===== src/cbt_pkg.sv =====
// Purpose: constants for the can bit timing and status block
// Assumes: apb with 32-bit data, one word per register
// Notes: offsets are byte addresses
package cbt_pkg;
    localparam logic [7:0] ADDR_CTRL = 8'h00;
    localparam logic [7:0] ADDR_CFG = 8'h04;
    localparam logic [7:0] ADDR_INT = 8'h08;
    localparam logic [7:0] ADDR_OVF = 8'h0C;
    localparam logic [7:0] ADDR_TMR = 8'h10;
    // control word fields
    localparam int CTRL_ON = 15;
    localparam int CTRL_IDLE_STOP = 13;
    localparam int CTRL_ACTIVE = 11;
    localparam int CTRL_CAP = 20;
    localparam int CTRL_CURRENT_OPERATING_MODE_LO = 21;
    localparam int CTRL_REQUESTED_OPERATING_MODE_LO = 24;
    localparam logic [2:0] MODE_CONFIG = 3'h4;
    localparam logic [2:0] MODE_RESET_VAL = 3'h4;
    localparam logic [4:0] DATA_FILTER_COMPARE_COUNT_MAX = 5'h12;
    // config word fields
    localparam int CFG_WAKEUP_LINE_FILTER_ENABLE = 22;
    localparam int CFG_SEG2_LO = 16;
    localparam int CFG_SEG2TS = 15;
    localparam int CFG_SAM = 14;
    localparam int CFG_SEG1_LO = 11;
    localparam int CFG_PROPAGATION_SEGMENT_LENGTH_LO = 8;
    localparam int CFG_SJW_LO = 6;
    localparam logic [31:0] CFG_MASK = 32'h0047FFFF;
    // interrupt word: flags low, enables high
    localparam int INT_WAK = 14;
    localparam int INT_BUSERR = 13;
    localparam int INT_SYSERR = 12;
    localparam int INT_FIFO_OVERFLOW_BITS = 11;
    localparam int INT_MODE = 3;
    localparam int INT_TMR = 2;
    localparam int INT_RB = 1;
    localparam int INT_TB = 0;
    localparam logic [15:0] INT_FLAG_MASK = 16'h780F;
    localparam logic [15:0] INT_STICKY_MASK = 16'h780C;
    localparam logic [3:0] IPT_TQ = 4'h2;
    localparam int WAKE_FILT_LEN = 4;
    localparam logic [3:0] DISABLE_DELAY = 4'h8;
endpackage


===== src/cbt_top.sv =====
// What this block does
// - idle_stop set halts the controller while the system idles
// - activity status reads 1 while active, 0 only once fully disabled
// - 5-bit data filter count, values above 10010 are invalid
// - wake-up filter bit routes bus line through a filter for wake
// - second phase segment equals field plus one quanta
// - first phase segment equals field plus one quanta
// - select bit 1 frees segment two, 0 uses max of seg1 and ipt
// - seg2 no longer than seg1, sjw no longer than seg2; auto seg2 (neither limit is enforced here)
// - sample bit chooses three samples or one at sample point
// - bit timing register writable only in configuration mode
// - bus wake-up activity sets the wake-up flag
// - any detected bus error sets the bus error flag
// - system side fault sets the system error flag
// - any receive buffer overflow sets the receive overflow flag
// - mode change flag sets when current mode differs from request
// - timestamp timer overflow sets the timer overflow flag
// - pending flags follow receive and transmit buffer interrupts
// - read-only 32-bit word, one overflow bit per receive fifo
// - timer steps every prescale plus one clocks when capture set
// - any timer write loads count and prescale and clears the prescale count
// Purpose: configuration and status side of a can controller
// Assumes: event inputs are one-cycle pulses on ref_clk; can_rx is a pin
// Notes: sticky flags clear by writing 1; hardware set wins over the clear
//
// Implementation choices: the APB register port and the address map.
module cbt_top
    import cbt_pkg::*;
(
    input wire logic ref_clk,
    input wire logic rst_b,
    input wire logic psel,
    input wire logic penable,
    input wire logic pwrite,
    input wire logic [7:0] paddr,
    input wire logic [31:0] pwdata,
    output logic [31:0] prdata,
    output logic pready,
    output logic pslverr,
    input wire logic system_idle,
    input wire logic can_rx,
    input wire logic engine_busy,
    input wire logic bus_error_evt,
    input wire logic system_error_evt,
    input wire logic [31:0] fifo_overflow_evt,
    input wire logic rx_buffer_pending,
    input wire logic tx_buffer_pending,
    output logic controller_run,
    output logic triple_sample,
    output logic [4:0] data_filter_compare_count,
    output logic data_filter_valid,
    output logic [3:0] phase_segment_one_tq,
    output logic [3:0] phase_segment_two_tq,
    output logic [3:0] propagation_tq,
    output logic [2:0] sync_jump_tq,
    output logic [5:0] baud_prescaler,
    output logic [5:0] bit_time_tq,
    output logic [15:0] timestamp_count,
    output logic wakeup_pulse,
    output logic can_irq
);
    import cbt_pkg::*;

    logic rx_meta_reg, rx_sync_reg, rx_prev_reg, wake_low_reg;
    logic [WAKE_FILT_LEN-1:0] rx_hist_reg;
    logic on_reg, idle_stop_reg, cap_reg, active_reg;
    logic [2:0] current_operating_mode_reg, requested_operating_mode_reg;
    logic [4:0] data_filter_compare_count_reg;
    logic [31:0] cfg_reg;
    logic [15:0] flags_reg, enables_reg;
    logic [31:0] ovf_reg;
    logic [15:0] ts_reg, tspre_reg, precnt_reg;
    logic [3:0] off_cnt_reg;
    logic [31:0] rdata_next;
    logic wr, rd_ok, ts_wrap, wake_evt, mode_evt, filt_low;
    logic tmr_wr;
    logic [3:0] seg1_tq, seg2_free;

    assign wr = psel && penable && pwrite;
    assign tmr_wr = wr && (paddr == ADDR_TMR);
    assign pready = 1'b1;
    assign rd_ok = (paddr == ADDR_CTRL) || (paddr == ADDR_CFG) ||
        (paddr == ADDR_INT) || (paddr == ADDR_OVF) || (paddr == ADDR_TMR);
    assign pslverr = psel && penable && !rd_ok;

    // can_rx is async: two flops before anything looks at it
    always_ff @(posedge ref_clk or negedge rst_b) begin
        if (!rst_b) begin
            rx_meta_reg <= 1'b1;
            rx_sync_reg <= 1'b1;
            rx_prev_reg <= 1'b1;
        end else begin
            rx_meta_reg <= can_rx;
            rx_sync_reg <= rx_meta_reg;
            rx_prev_reg <= rx_sync_reg;
        end
    end

    // sample history for the wake-up filter, idles recessive after reset
    always_ff @(posedge ref_clk or negedge rst_b) begin
        if (!rst_b) begin
            rx_hist_reg <= '1;
            wake_low_reg <= 1'b0;
        end else begin
            rx_hist_reg <= {rx_hist_reg[WAKE_FILT_LEN-2:0], rx_sync_reg};
            wake_low_reg <= filt_low;
        end
    end

    // filter rejects short glitches so noise does not wake the node
    assign filt_low = (rx_hist_reg == '0);
    always_comb begin
        if (cfg_reg[CFG_WAKEUP_LINE_FILTER_ENABLE]) begin
            // one event on entry into a long enough dominant run
            wake_evt = filt_low && !wake_low_reg;
        end else begin
            wake_evt = rx_prev_reg && !rx_sync_reg;
        end
    end
    assign wakeup_pulse = wake_evt && (current_operating_mode_reg != MODE_CONFIG);

    // control word fields written by software
    always_ff @(posedge ref_clk or negedge rst_b) begin
        if (!rst_b) begin
            on_reg <= 1'b0;
            idle_stop_reg <= 1'b0;
            cap_reg <= 1'b0;
            data_filter_compare_count_reg <= 5'h00;
            requested_operating_mode_reg <= MODE_RESET_VAL;
        end else if (wr && paddr == ADDR_CTRL) begin
            on_reg <= pwdata[CTRL_ON];
            idle_stop_reg <= pwdata[CTRL_IDLE_STOP];
            cap_reg <= pwdata[CTRL_CAP];
            data_filter_compare_count_reg <= pwdata[4:0];
            requested_operating_mode_reg <= pwdata[CTRL_REQUESTED_OPERATING_MODE_LO +: 3];
        end
    end

    // current mode trails the request by one clock
    always_ff @(posedge ref_clk or negedge rst_b) begin
        if (!rst_b) begin
            current_operating_mode_reg <= MODE_RESET_VAL;
        end else if (current_operating_mode_reg != requested_operating_mode_reg) begin
            current_operating_mode_reg <= requested_operating_mode_reg;
        end
    end
    assign mode_evt = (current_operating_mode_reg != requested_operating_mode_reg);

    // disable takes a few cycles to finish the current transaction
    always_ff @(posedge ref_clk or negedge rst_b) begin
        if (!rst_b) begin
            off_cnt_reg <= 4'h0;
            active_reg <= 1'b0;
        end else if (on_reg) begin
            off_cnt_reg <= DISABLE_DELAY;
            active_reg <= 1'b1;
        end else if (off_cnt_reg != 4'h0 || engine_busy) begin
            off_cnt_reg <= (off_cnt_reg != 4'h0) ? off_cnt_reg - 4'h1 : 4'h0;
            active_reg <= 1'b1;
        end else begin
            active_reg <= 1'b0;
        end
    end

    assign controller_run = active_reg &&
        !(idle_stop_reg && system_idle);
    assign data_filter_compare_count = data_filter_compare_count_reg;
    assign data_filter_valid = (data_filter_compare_count_reg <= DATA_FILTER_COMPARE_COUNT_MAX);

    // bit timing, writable only in configuration mode
    always_ff @(posedge ref_clk or negedge rst_b) begin
        if (!rst_b) begin
            cfg_reg <= 32'h00000000;
        end else if (wr && paddr == ADDR_CFG && current_operating_mode_reg == MODE_CONFIG) begin
            cfg_reg <= pwdata & CFG_MASK;
        end
    end

    assign seg1_tq = {1'b0, cfg_reg[CFG_SEG1_LO +: 3]} + 4'h1;
    assign seg2_free = {1'b0, cfg_reg[CFG_SEG2_LO +: 3]} + 4'h1;
    assign phase_segment_two_tq = cfg_reg[CFG_SEG2TS] ? seg2_free :
        ((seg1_tq > IPT_TQ) ? seg1_tq : IPT_TQ);
    assign phase_segment_one_tq = seg1_tq;
    assign propagation_tq = {1'b0, cfg_reg[CFG_PROPAGATION_SEGMENT_LENGTH_LO +: 3]} + 4'h1;
    assign sync_jump_tq = {1'b0, cfg_reg[CFG_SJW_LO +: 2]} + 3'h1;
    assign baud_prescaler = cfg_reg[5:0];
    // one sync quantum plus the three segments
    assign bit_time_tq = 6'h01 + {2'b00, propagation_tq} +
        {2'b00, phase_segment_one_tq} + {2'b00, phase_segment_two_tq};
    // three samples need room inside a quantum
    assign triple_sample = cfg_reg[CFG_SAM];

    // timestamp timer and prescaler
    // a timer write in the same cycle replaces the count, so no wrap
    assign ts_wrap = cap_reg && !tmr_wr && (precnt_reg == tspre_reg) &&
        (ts_reg == 16'hFFFF);
    always_ff @(posedge ref_clk or negedge rst_b) begin
        if (!rst_b) begin
            ts_reg <= 16'h0000;
            tspre_reg <= 16'h0000;
            precnt_reg <= 16'h0000;
        end else if (tmr_wr) begin
            ts_reg <= pwdata[31:16];
            tspre_reg <= pwdata[15:0];
            precnt_reg <= 16'h0000;
        end else if (cap_reg) begin
            if (precnt_reg == tspre_reg) begin
                precnt_reg <= 16'h0000;
                ts_reg <= ts_reg + 16'h0001;
            end else begin
                precnt_reg <= precnt_reg + 16'h0001;
            end
        end
    end
    assign timestamp_count = ts_reg;

    // sticky flags: write 1 clears, an event in the same cycle wins
    always_ff @(posedge ref_clk or negedge rst_b) begin
        if (!rst_b) begin
            enables_reg <= 16'h0000;
        end else if (wr && paddr == ADDR_INT) begin
            enables_reg <= pwdata[31:16] & INT_FLAG_MASK;
        end
    end

    always_ff @(posedge ref_clk or negedge rst_b) begin
        if (!rst_b) begin
            flags_reg <= 16'h0000;
        end else begin
            if (wr && paddr == ADDR_INT) begin
                flags_reg <= flags_reg & ~(pwdata[15:0] & INT_STICKY_MASK);
            end
            if (wake_evt) begin
                flags_reg[INT_WAK] <= 1'b1;
            end
            if (bus_error_evt) begin
                flags_reg[INT_BUSERR] <= 1'b1;
            end
            if (system_error_evt || pslverr) begin
                flags_reg[INT_SYSERR] <= 1'b1;
            end
            if (|fifo_overflow_evt) begin
                flags_reg[INT_FIFO_OVERFLOW_BITS] <= 1'b1;
            end
            if (mode_evt) begin
                flags_reg[INT_MODE] <= 1'b1;
            end
            if (ts_wrap) begin
                flags_reg[INT_TMR] <= 1'b1;
            end
            flags_reg[INT_RB] <= rx_buffer_pending;
            flags_reg[INT_TB] <= tx_buffer_pending;
        end
    end

    // overflow bits clear only when the module is switched off
    always_ff @(posedge ref_clk or negedge rst_b) begin
        if (!rst_b) begin
            ovf_reg <= 32'h00000000;
        end else if (!on_reg) begin
            ovf_reg <= fifo_overflow_evt;
        end else begin
            ovf_reg <= ovf_reg | fifo_overflow_evt;
        end
    end

    assign can_irq = |(flags_reg & enables_reg);

    always_comb begin
        rdata_next = 32'h00000000;
        case (paddr)
            ADDR_CTRL: begin
                rdata_next[CTRL_REQUESTED_OPERATING_MODE_LO +: 3] = requested_operating_mode_reg;
                rdata_next[CTRL_CURRENT_OPERATING_MODE_LO +: 3] = current_operating_mode_reg;
                rdata_next[CTRL_CAP] = cap_reg;
                rdata_next[CTRL_ON] = on_reg;
                rdata_next[CTRL_IDLE_STOP] = idle_stop_reg;
                rdata_next[CTRL_ACTIVE] = active_reg;
                rdata_next[4:0] = data_filter_compare_count_reg;
            end
            ADDR_CFG: begin
                rdata_next = cfg_reg;
            end
            ADDR_INT: begin
                rdata_next = {enables_reg, flags_reg};
            end
            ADDR_OVF: begin
                rdata_next = ovf_reg;
            end
            ADDR_TMR: begin
                rdata_next = {ts_reg, tspre_reg};
            end
            default: begin
                rdata_next = 32'h00000000;
            end
        endcase
    end

    // read data registered in the setup cycle, valid in the access phase
    always_ff @(posedge ref_clk or negedge rst_b) begin
        if (!rst_b) begin
            prdata <= 32'h00000000;
        end else if (psel && !penable) begin
            prdata <= rdata_next;
        end
    end
endmodule


===== config.mk =====
export PLATFORM = sky130hd
export DESIGN_NAME = cbt_top
export DESIGN_NICKNAME = d
export VERILOG_FILES = /design/src/cbt_pkg.sv /design/src/cbt_top.sv
export SDC_FILE = /design/constraint.sdc
export NUM_CORES = 1
export LEC_CHECK = 0
export BUFFER_PORTS_ARGS = -buffer_cell sky130_fd_sc_hd__buf_4
export CAP_MARGIN = 0
export CORE_AREA = 2 2 189 98
export CTS_CLUSTER_DIAMETER = 80
export DETAILED_ROUTE_END_ITERATION = 6
export DIE_AREA = 0 0 191 100
export PLACE_DENSITY = 0.76
export RECOVER_POWER = 100
export REMOVE_ABC_BUFFERS = 1
export SYNTH_ARGS = -nofsm -noshare
export SYNTH_HDL_FRONTEND = slang
export SYNTH_SLANG_ARGS = --single-unit

===== constraint.sdc =====
create_clock -name ref_clk -period 2.6 [get_ports ref_clk]
set_clock_uncertainty 0.2 [all_clocks]
set_input_delay 0.13 -clock ref_clk [delete_from_list [all_inputs] [get_ports ref_clk]]
set_output_delay 0.13 -clock ref_clk [all_outputs]
set_load 0.05 [all_outputs]

=== Word level (Yosys, flattened, before mapping) ===
Cells that the tools add are included.

* Output and inout port bits: 87
* Bits in latches: 0
* Bits of input ports: 84
* Register bits: 183
* Memories kept: 0
* Memory bits (writable): 0
* Logic and storage cells: 129
* Bits in read-only memories: 0

* Equal/unequal tests: 9
* Bitwise gates (word level): 4
* Add/subtract/negate cells: 10
* Mux-type cells: 32
* Shift operators: 0
* $lt $le $gt $ge: 2
* Reductions and logical operators: 44
* Divide/modulo/power cells: 0
* Multiply operators: 0

{| class="wikitable"
|+ Operator list
! operator !! count
|-
| two-way mux 16 bit || 6
|-
| adder 16 x 1 -> 16 bit, second input constant || 2
|-
| two-way mux 32 bit || 1
|-
| OR 32 bit || 1
|-
| OR reduction 32 bit || 1
|-
| case mux 7 bit (4 select lines) || 1
|-
| case mux 5 bit (5 select lines) || 1
|-
| case mux 6 bit (4 select lines) || 1
|-
| two-way mux 4 bit || 5
|-
| nonzero test 2 bit || 9
|-
| logical AND 1 bit || 17
|-
| bitwise AND 16 x 15 -> 16 bit || 1
|-
| bitwise AND 16 bit || 1
|-
| == test 16 bit || 1
|-
| == test 16 bit, second input constant || 1
|-
| == test 8 x 4 -> 1 bit, second input constant || 2
|-
| NOT 15 -> 16 bit || 1
|-
| case mux 4 bit (4 select lines) || 1
|-
| OR reduction 16 bit || 1
|-
| two-way mux 15 bit || 1
|-
| case mux 1 bit (5 select lines) || 3
|-
| case mux 5 bit (3 select lines) || 1
|-
| adder 3 x 1 -> 4 bit, second input constant || 3
|-
| two-way mux 1 bit || 9
|-
| other kinds (19) || 30
|}

=== Logic depth before layout (Yosys ltp) ===
Gate-level depths: netlist (run 1).

* Depth after elaboration: 9
* Gate-level depth with buffers: 11

=== Worst setup path before layout (run 1) ===
Ideal clock, no wire load.

* Path kind: reg-to-output
* Start: reg cfg_reg[11]
* End: out bit_time_tq[4]
* Required time: 2.270 ns
* Setup slack: -1.852 ns
* Stages on the path, launching flop included: 10
* Arrival time: 4.122 ns
* Cells stage by stage: dfrtp_1 > ha_1 > xor2_1 > o21ai_0 > mux2i_1 > ha_1 > fa_1 > a21o_1 > a21oi_1 > xnor2_1

* Cells in the longest elaborated chain, start to end: 5
* Elaborated cells between the ends (all ways): 6
* Those cells by class: add/sub (3); order compare (1); mux (2)

{| class="wikitable"
|+ Ends and longest elaborated chain
! what !! line !! text
|-
| from (decl) || cbt_top.sv:69 || <nowiki>logic [31:0] cfg_reg;</nowiki>
|-
| from (signal assigned) || cbt_top.sv:175 || <nowiki>cfg_reg <= pwdata & CFG_MASK;</nowiki>
|-
| adder 3 x 1 -> 4 bit || cbt_top.sv:179 || <nowiki>assign seg1_tq = {1'b0, cfg_reg[CFG_SEG1_LO +: 3]} + 4'h1;</nowiki>
|-
| named net phase_segment_one_tq[2] || cbt_top.sv:52 || <nowiki>output logic [3:0] phase_segment_one_tq,</nowiki>
|-
| > comparator 4 x 2 -> 1 bit || cbt_top.sv:182 || <nowiki>((seg1_tq > IPT_TQ) ? seg1_tq : IPT_TQ);</nowiki>
|-
| two-way mux 4 bit || cbt_top.sv:182 ||
|-
| two-way mux 4 bit || cbt_top.sv:181 || <nowiki>assign phase_segment_two_tq = cfg_reg[CFG_SEG2TS] ? seg2_free :</nowiki>
|-
| named net phase_segment_two_tq[0] || cbt_top.sv:53 || <nowiki>output logic [3:0] phase_segment_two_tq,</nowiki>
|-
| adder 6 x 4 -> 6 bit || cbt_top.sv:189 || <nowiki>{2'b00, phase_segment_one_tq} + {2'b00, phase_segment_two_tq};</nowiki>
|-
| to (decl) || cbt_top.sv:57 || <nowiki>output logic [5:0] bit_time_tq,</nowiki>
|}

The timed path passes the listed nets, and every way through them passes these cells.

=== Worst setup path after layout (run 1) ===
* Start: reg cfg_reg[11]
* End: out bit_time_tq[4]

* Cells in the longest elaborated chain, start to end: 5
* Elaborated cells between the ends (all ways): 6
* Those cells by class: add/sub (3); order compare (1); mux (2)

{| class="wikitable"
|+ Ends and longest elaborated chain
! what !! line
|-
| adder 3 x 1 -> 4 bit * || cbt_top.sv:179
|-
| > comparator 4 x 2 -> 1 bit || cbt_top.sv:182
|-
| two-way mux 4 bit || cbt_top.sv:182
|-
| two-way mux 4 bit || cbt_top.sv:181
|-
| adder 6 x 4 -> 6 bit * || cbt_top.sv:189
|}

Every way passes the cells marked *; elsewhere a longest branch is shown, timed or not.

==> results.toml, run 1 <==
[timing]
whs_ns = 0.0484
fmax_mhz = 289
slew_viol_final = 0
min_period_ns = 3.47
rsz0062_at_grt = "yes"
final.setup.worst_slack_ns = -0.866
tightest_slew_ns = 1.30
slew-limit-headroom_pct = 13.6
setup_viol = 14
period_share_pct = 133
hold_violations = 0

[critical_path]
path_class = "reg2out"
crit_fanout = 4
r2r_slack_ns = -0.03
critical_path_arrival_ns = 3.14
endpoint_kind = "output pin"
worstReg2RegEnd = "timestamp_count[14]$_DFFE_PN0P_"
crit_path_start = "cfg_reg[11]$_DFFE_PN0P_"
worstSetupEndpoint = "bit_time_tq[4]"
reg2reg_depth = 7
cp.required_ns = 2.27
crit_path_start_kind = "register"
r2r-start = "precnt_reg[9]$_DFFE_PN0P_"

[pwr]
swShare_pct = 28.6
pwr-share-clk_pct = 39.5
powerDensity_mw_per_mm2 = 583
p_sw_w = 0.00190
comb_power_share_pct = 15.6
intPower_w = 0.00474
power.leakage_nw = 5.20
irDropWorstVdd_mv = 0.529
p_seq_share_pct = 44.8

[floorplan]
dieArea_mm2 = 0.0191
core_area_mm2 = 0.0177
start_util_pct = 48.5
die_w_um = 191
fp-row-count = 35
io_pins = 171
chipHeight_um = 100

[placed_design]
io_buffers = 169
dp_hpwl_um = 21100
place_ws_ns = -0.676
place_congestion = 0.975
dp_cells = 1257

[clocking]
tritoncts = "built"
insertion_delay_ns = 0.43
clkTransAtPathRegs_ns = 0.07
root_buffer = "clkbuf_16"
cts_buffers = 17
h-tree-depth = 4
clock_sinks = 174
clockBufferDepth = 2

[detailed_routing]
detail_route.wl_per_cell_um = 21.5
ant_nets = 0
vias_per_cell = 5.93
wl_um = 29500
dr.pass1.iters = 7
first_iter_violations = 957
drc = 4
vias = 8129

[grt]
grt_max_degree = 68
grt_pass1_vias = 7621
overflow = 0
grt_pass1_wl_um = 44500
antenna_found_initial = 1
grt_use_total_pct = 31.4

[finish]
multi_input_area_mm2 = 0.00384
mostFrequentLayoutCell = "dfrtp_1"
fin_cells = 1371
n_fill_cell = 1490
area_growth_pct = 32.6
drive_above_1_share_pct = 19.7
nets = 1219
layout_common_cells = "165 x dfrtp_1, 145 x nand2_1, 128 x buf_4"
ff_latch_area_mm2 = 0.00437

[synthesis]
syn_inst = 853
ys_dominant_reg_cell = "dfrtp_1"
yosysSeqAreaShare_pct = 50.8
syn_area_mm2 = 0.00860
syn_avg_cell_area_um2 = 10.1
yosysWarningCount = 0
synthArstFlopShare_pct = 100
ys_ff_latch = 174
ys_types = 63
synth_edf_count = 0

[run_status]
violations = "DRC, setup timing"
status = "finished with violations"

[min_path]
worst_hold_path_type = "in2reg"

[job]
cap_violations = 0
-- worst min path at each step --
stage | from | endpoint | slack [ns] | cells past startpoint
6_report | paddr[4] | prdata[14]$_DFFE_PN0P_ | 0.05 | 3
5_1_grt | paddr[4] | prdata[14]$_DFFE_PN0P_ | 0.07 | 3
4_1_cts | rst_b | prdata[0]$_DFFE_PN0P_ | 0.02 | 2
3_5_place_dp | rst_b | cfg_reg[1]$_DFFE_PN0P_ | -0.09 | 1
3_3_place_gp | rst_b | data_filter_compare_count[0]$_DFFE_PN0P_ | -0.09 | 1
2_1_floorplan | rst_b | active_reg$_DFF_PN0_ | -0.37 | 0
-- metal layers --
metal  vias up  part of all wire, %  track usage, %
met2       549                   40            42.9
met5         -                    0               0
met1      3961                   45            48.7
met3        35                   14            9.06
li1       3584                    -               -
met4         0                  1.3            6.92
-- cell usage after synthesis, drive strengths merged, types with 2 or more instances --
| cell type | number | area [µm²] |
|---|---|---|
| fa | 4 | 80.1 |
| or4b | 4 | 40.0 |
| nand2 | 145 | 552 |
| nor3b | 3 | 22.5 |
| nor2 | 38 | 143 |
| o211ai | 2 | 15.0 |
| mux2i | 7 | 70.1 |
| a22o | 15 | 131 |
| xor2 | 22 | 193 |
| a211o | 4 | 35.0 |
| and2 | 4 | 25.0 |
| a222oi | 10 | 100 |
| and4 | 3 | 26.3 |
| a21oi | 24 | 120 |
| nand4b | 2 | 17.5 |
| clkbuf | 30 | 113 |
| o21ai | 54 | 270 |
| xnor2 | 7 | 61.3 |
| and3 | 9 | 56.3 |
| a31oi | 33 | 206 |
| nand2b | 2 | 12.5 |
| nor2b | 7 | 43.8 |
| inv | 21 | 78.8 |
| dfstp | 8 | 210 |
| a221oi | 5 | 43.8 |
| mux2 | 30 | 368 |
| buf | 30 | 181 |
| a21o | 37 | 278 |
| nor4 | 17 | 128 |
| or2 | 2 | 12.5 |
| o21a | 4 | 30.0 |
| nand4 | 20 | 125 |
| nor3 | 9 | 61.3 |
| ha | 14 | 175 |
| a21boi | 2 | 15.0 |
| a22oi | 11 | 82.6 |
| or3 | 16 | 100 |
| nand3b | 3 | 22.5 |
| nand3 | 19 | 100 |
| dfrtp | 166 | 4150 |
| or4 | 3 | 26.3 |
-- cell type report --
type	count	area share (%)
multi-input combinational	598	33.7
clock buffer	19	3.89
sequential	174	38.3
timing repair buffer	305	19.4
tap	240	2.63
antenna	1	0.0220
inverter	21	0.692
clock inverter	13	1.34
-- critical path, stage by stage, from the launching register on --
cell	delay, ns
dfrtp_2	0.45
ha_4	0.18
xor2_2	0.15
o21ai_1	0.08
mux2_4	0.28
fa_1	0.49
fa_2	0.39
a21o_1	0.17
a21oi_2	0.14
xnor2_1	0.14
buf_4	0.23
-- logic make-up (layout without fill, tap and decap cells) --
family	Yosys count	count (layout)	synth area share, %
other cells	1	2	0.0436
compound gates	205	205	15.9
flops	174	174	50.8
buf+inv	81	358	4.34
mux	37	37	5.09
xor+xnor	29	29	2.95
simple gates	308	308	18.0
fa+ha+maj	18	18	2.97
-- timing repair --
action	in CTS	in global routing
hold buffers	76	0
buffers inserted	4	2
pin swaps	11	6
setup endpoints to repair	5	6
endpoints found under the hold margin	285	0
gates resized for setup	15	6
-- stage by stage --
stage	power [W]	setup TNS (ns)	util (%)	instance area (µm²)
detailed placement	0.00398	-2.64	58.4	10400
CTS	0.00665	-3.92	66.6	11800
finish	0.00664	-4.88	64.3	11400
global route	0.00687	-11.13	64.2	11400
global placement	0.00395	-2.16	58.4	10400
floorplan	0.00354	-34.70	-	8300
-- power groups by stage --
| stage | clock (W) | sequential (W) | combinational (W) |
|---|---|---|---|
| finish | 0.00263 | 0.00298 | 0.00104 |
| global route | 0.00275 | 0.00299 | 0.00112 |
| CTS | 0.00263 | 0.00297 | 0.00105 |
| detailed placement | 0 | 0.00302 | 0.000956 |
| global placement | 0 | 0.00302 | 0.000931 |
| floorplan | 0 | 0.00304 | 0.000497 |
Note: power is estimated with default switching activity, not from simulation.
==> run 2: changes to the inputs <==
Settings changed: PLACE_DENSITY 0.76 to 0.73.
Clock period 2.6 ns to 3.3 ns, I/O delays scaled along.
==> results.toml, run 2 (synthesis results as in run 1) <==
[finish]
diodes = 0
mostFrequentLayoutCell = "dfrtp_1"
fin_area_mm2 = 0.0111
nets = 1189
final_util_pct = 62.3
layout_common_cells = "166 x dfrtp_1, 145 x nand2_1, 105 x buf_4"
area_growth_pct = 28.6
drive_above_1_share_pct = 17.8
fin_cells = 1340

[pwr]
p_sw_w = 0.00150
powerDensity_mw_per_mm2 = 463
irDropWorstVdd_mv = 0.395
swShare_pct = 29.2
comb_power_share_pct = 15.3
power.leakage_nw = 5.01
intPower_w = 0.00362
pwr-share-clk_pct = 38.9
power_w = 0.00512
p_seq_share_pct = 45.8

[floorplan]
chipHeight_um = 100
fp-row-count = 35
start_util_pct = 48.5
die_w_um = 191
core_area_mm2 = 0.0177
io_pins = 171
dieArea_mm2 = 0.0191

[placed_design]
place_ws_ns = -0.0138
place_congestion = 0.959
io_buffers = 169
dp_hpwl_um = 19700
dp_cells = 1228
postPlaceCellArea_mm2 = 0.0101

[job]
cap_violations = 3

[run_status]
status = "finished with violations"
violations = "capacitance limit, slew limit, setup timing"

[detailed_routing]
vias = 7836
vias_per_cell = 5.85
wl_um = 28200
first_iter_violations = 842
detail_route.wl_per_cell_um = 21.1
ant_nets = 0
drc = 0
dr.pass1.iters = 7

[critical_path]
cp.required_ns = 2.93
path_class = "reg2out"
r2r_slack_ns = 0.23
crit_path_start_kind = "register"
critical_path_arrival_ns = 3.13
reg2reg_depth = 6
crit_fanout = 4
endpoint_kind = "output pin"

[grt]
grt_pass1_wl_um = 43200
antenna_found_initial = 0
grt_pass1_vias = 7392
overflow = 0
grt_max_degree = 78
grt_use_total_pct = 30.4

[timing]
min_period_ns = 3.49
tightest_slew_ns = 1.76
period_share_pct = 106
setup_viol = 3
rsz0062_at_grt = "yes"
fmax_mhz = 286
slew_viol_final = 132
hold_violations = 0
slew-limit-headroom_pct = -17.0
final.setup.worst_slack_ns = -0.191

[clocking]
clkTransAtPathRegs_ns = 0.08
tritoncts = "built"
cts_buffers = 17
h-tree-depth = 4
insertion_delay_ns = 0.44
root_buffer = "clkbuf_16"
clock_sinks = 174
clockBufferDepth = 2

[min_path]
worst_hold_path_type = "in2reg"
hold_depth = 5
==> run 2: final cells by class <==
cell class,instances,area (µm²)
fillers,1531,6680
flip-flops and latches,174,4360
multi-input cells,598,3820
repair buffers,275,1930
clock buffers,18,429
well taps,240,300
clock inverters,14,135
inverters,21,78.8
==> run 2: what timing repair did <==
action                                  4_1_cts  5_1_grt
hold endpoints to repair                    182        0
endpoints found under the setup margin        5        4
pin swaps                                    12        4
buffers inserted                              5        2
hold buffers                                 73        0
resized for setup                            11        2
==> run 2: power groups by stage <==
stage          Sequential (W)  Combinational [W]  Clock [W]
3_5_place_dp          0.00238           0.000727          0
4_1_cts               0.00234           0.000799    0.00199
2_1_floorplan         0.00240           0.000392          0
5_1_grt               0.00236           0.000859    0.00208
3_3_place_gp          0.00238           0.000715          0
6_report              0.00235           0.000784    0.00199
==> run 2: worst max-delay path: stages (launching register included) <==
cell	delay [ns]
dfrtp_1	0.39
inv_1	0.06
ha_1	0.31
o21ai_1	0.08
mux2_4	0.29
fa_1	0.48
ha_1	0.30
a21o_1	0.18
a21oi_2	0.20
nor2b_1	0.07
o21a_1	0.19
buf_6	0.15
==> run 2: per-stage QoR <==
| stage | setup TNS (ns) | hold WS [ns] |
|---|---|---|
| 4_1_cts | -0.415 | 0.0116 |
| 2_1_floorplan | -4.72 | -0.331 |
| 3_5_place_dp | -0.0138 | 0.0236 |
| 3_3_place_gp | 0 | 0.0233 |
| 5_1_grt | -8.38 | 0.0375 |
| 6_report | -0.514 | 0.0343 |
==> run 2: worst paths after layout <==
kind | startpoint | endpoint
min | penable | prdata[11]$_DFFE_PN0P_
min in group asynchronous | rst_b | prdata[4]$_DFFE_PN0P_
min reg2reg | rx_meta_reg$_DFF_PN1_ | rx_sync_reg$_DFF_PN1_
max | cfg_reg[12]$_DFFE_PN0P_ | bit_time_tq[5]
max in group asynchronous | rst_b | ovf_reg[15]$_DFF_PN0_
max reg2reg | precnt_reg[13]$_DFFE_PN0P_ | timestamp_count[12]$_DFFE_PN0P_
==> run 2: routing by layer <==
metal  GRT usage, %  part of all wire (%)
met1           46.7                    47
met2           41.4                    40
met3           9.72                    12
met4           7.16                   1.4
met5              0                     0
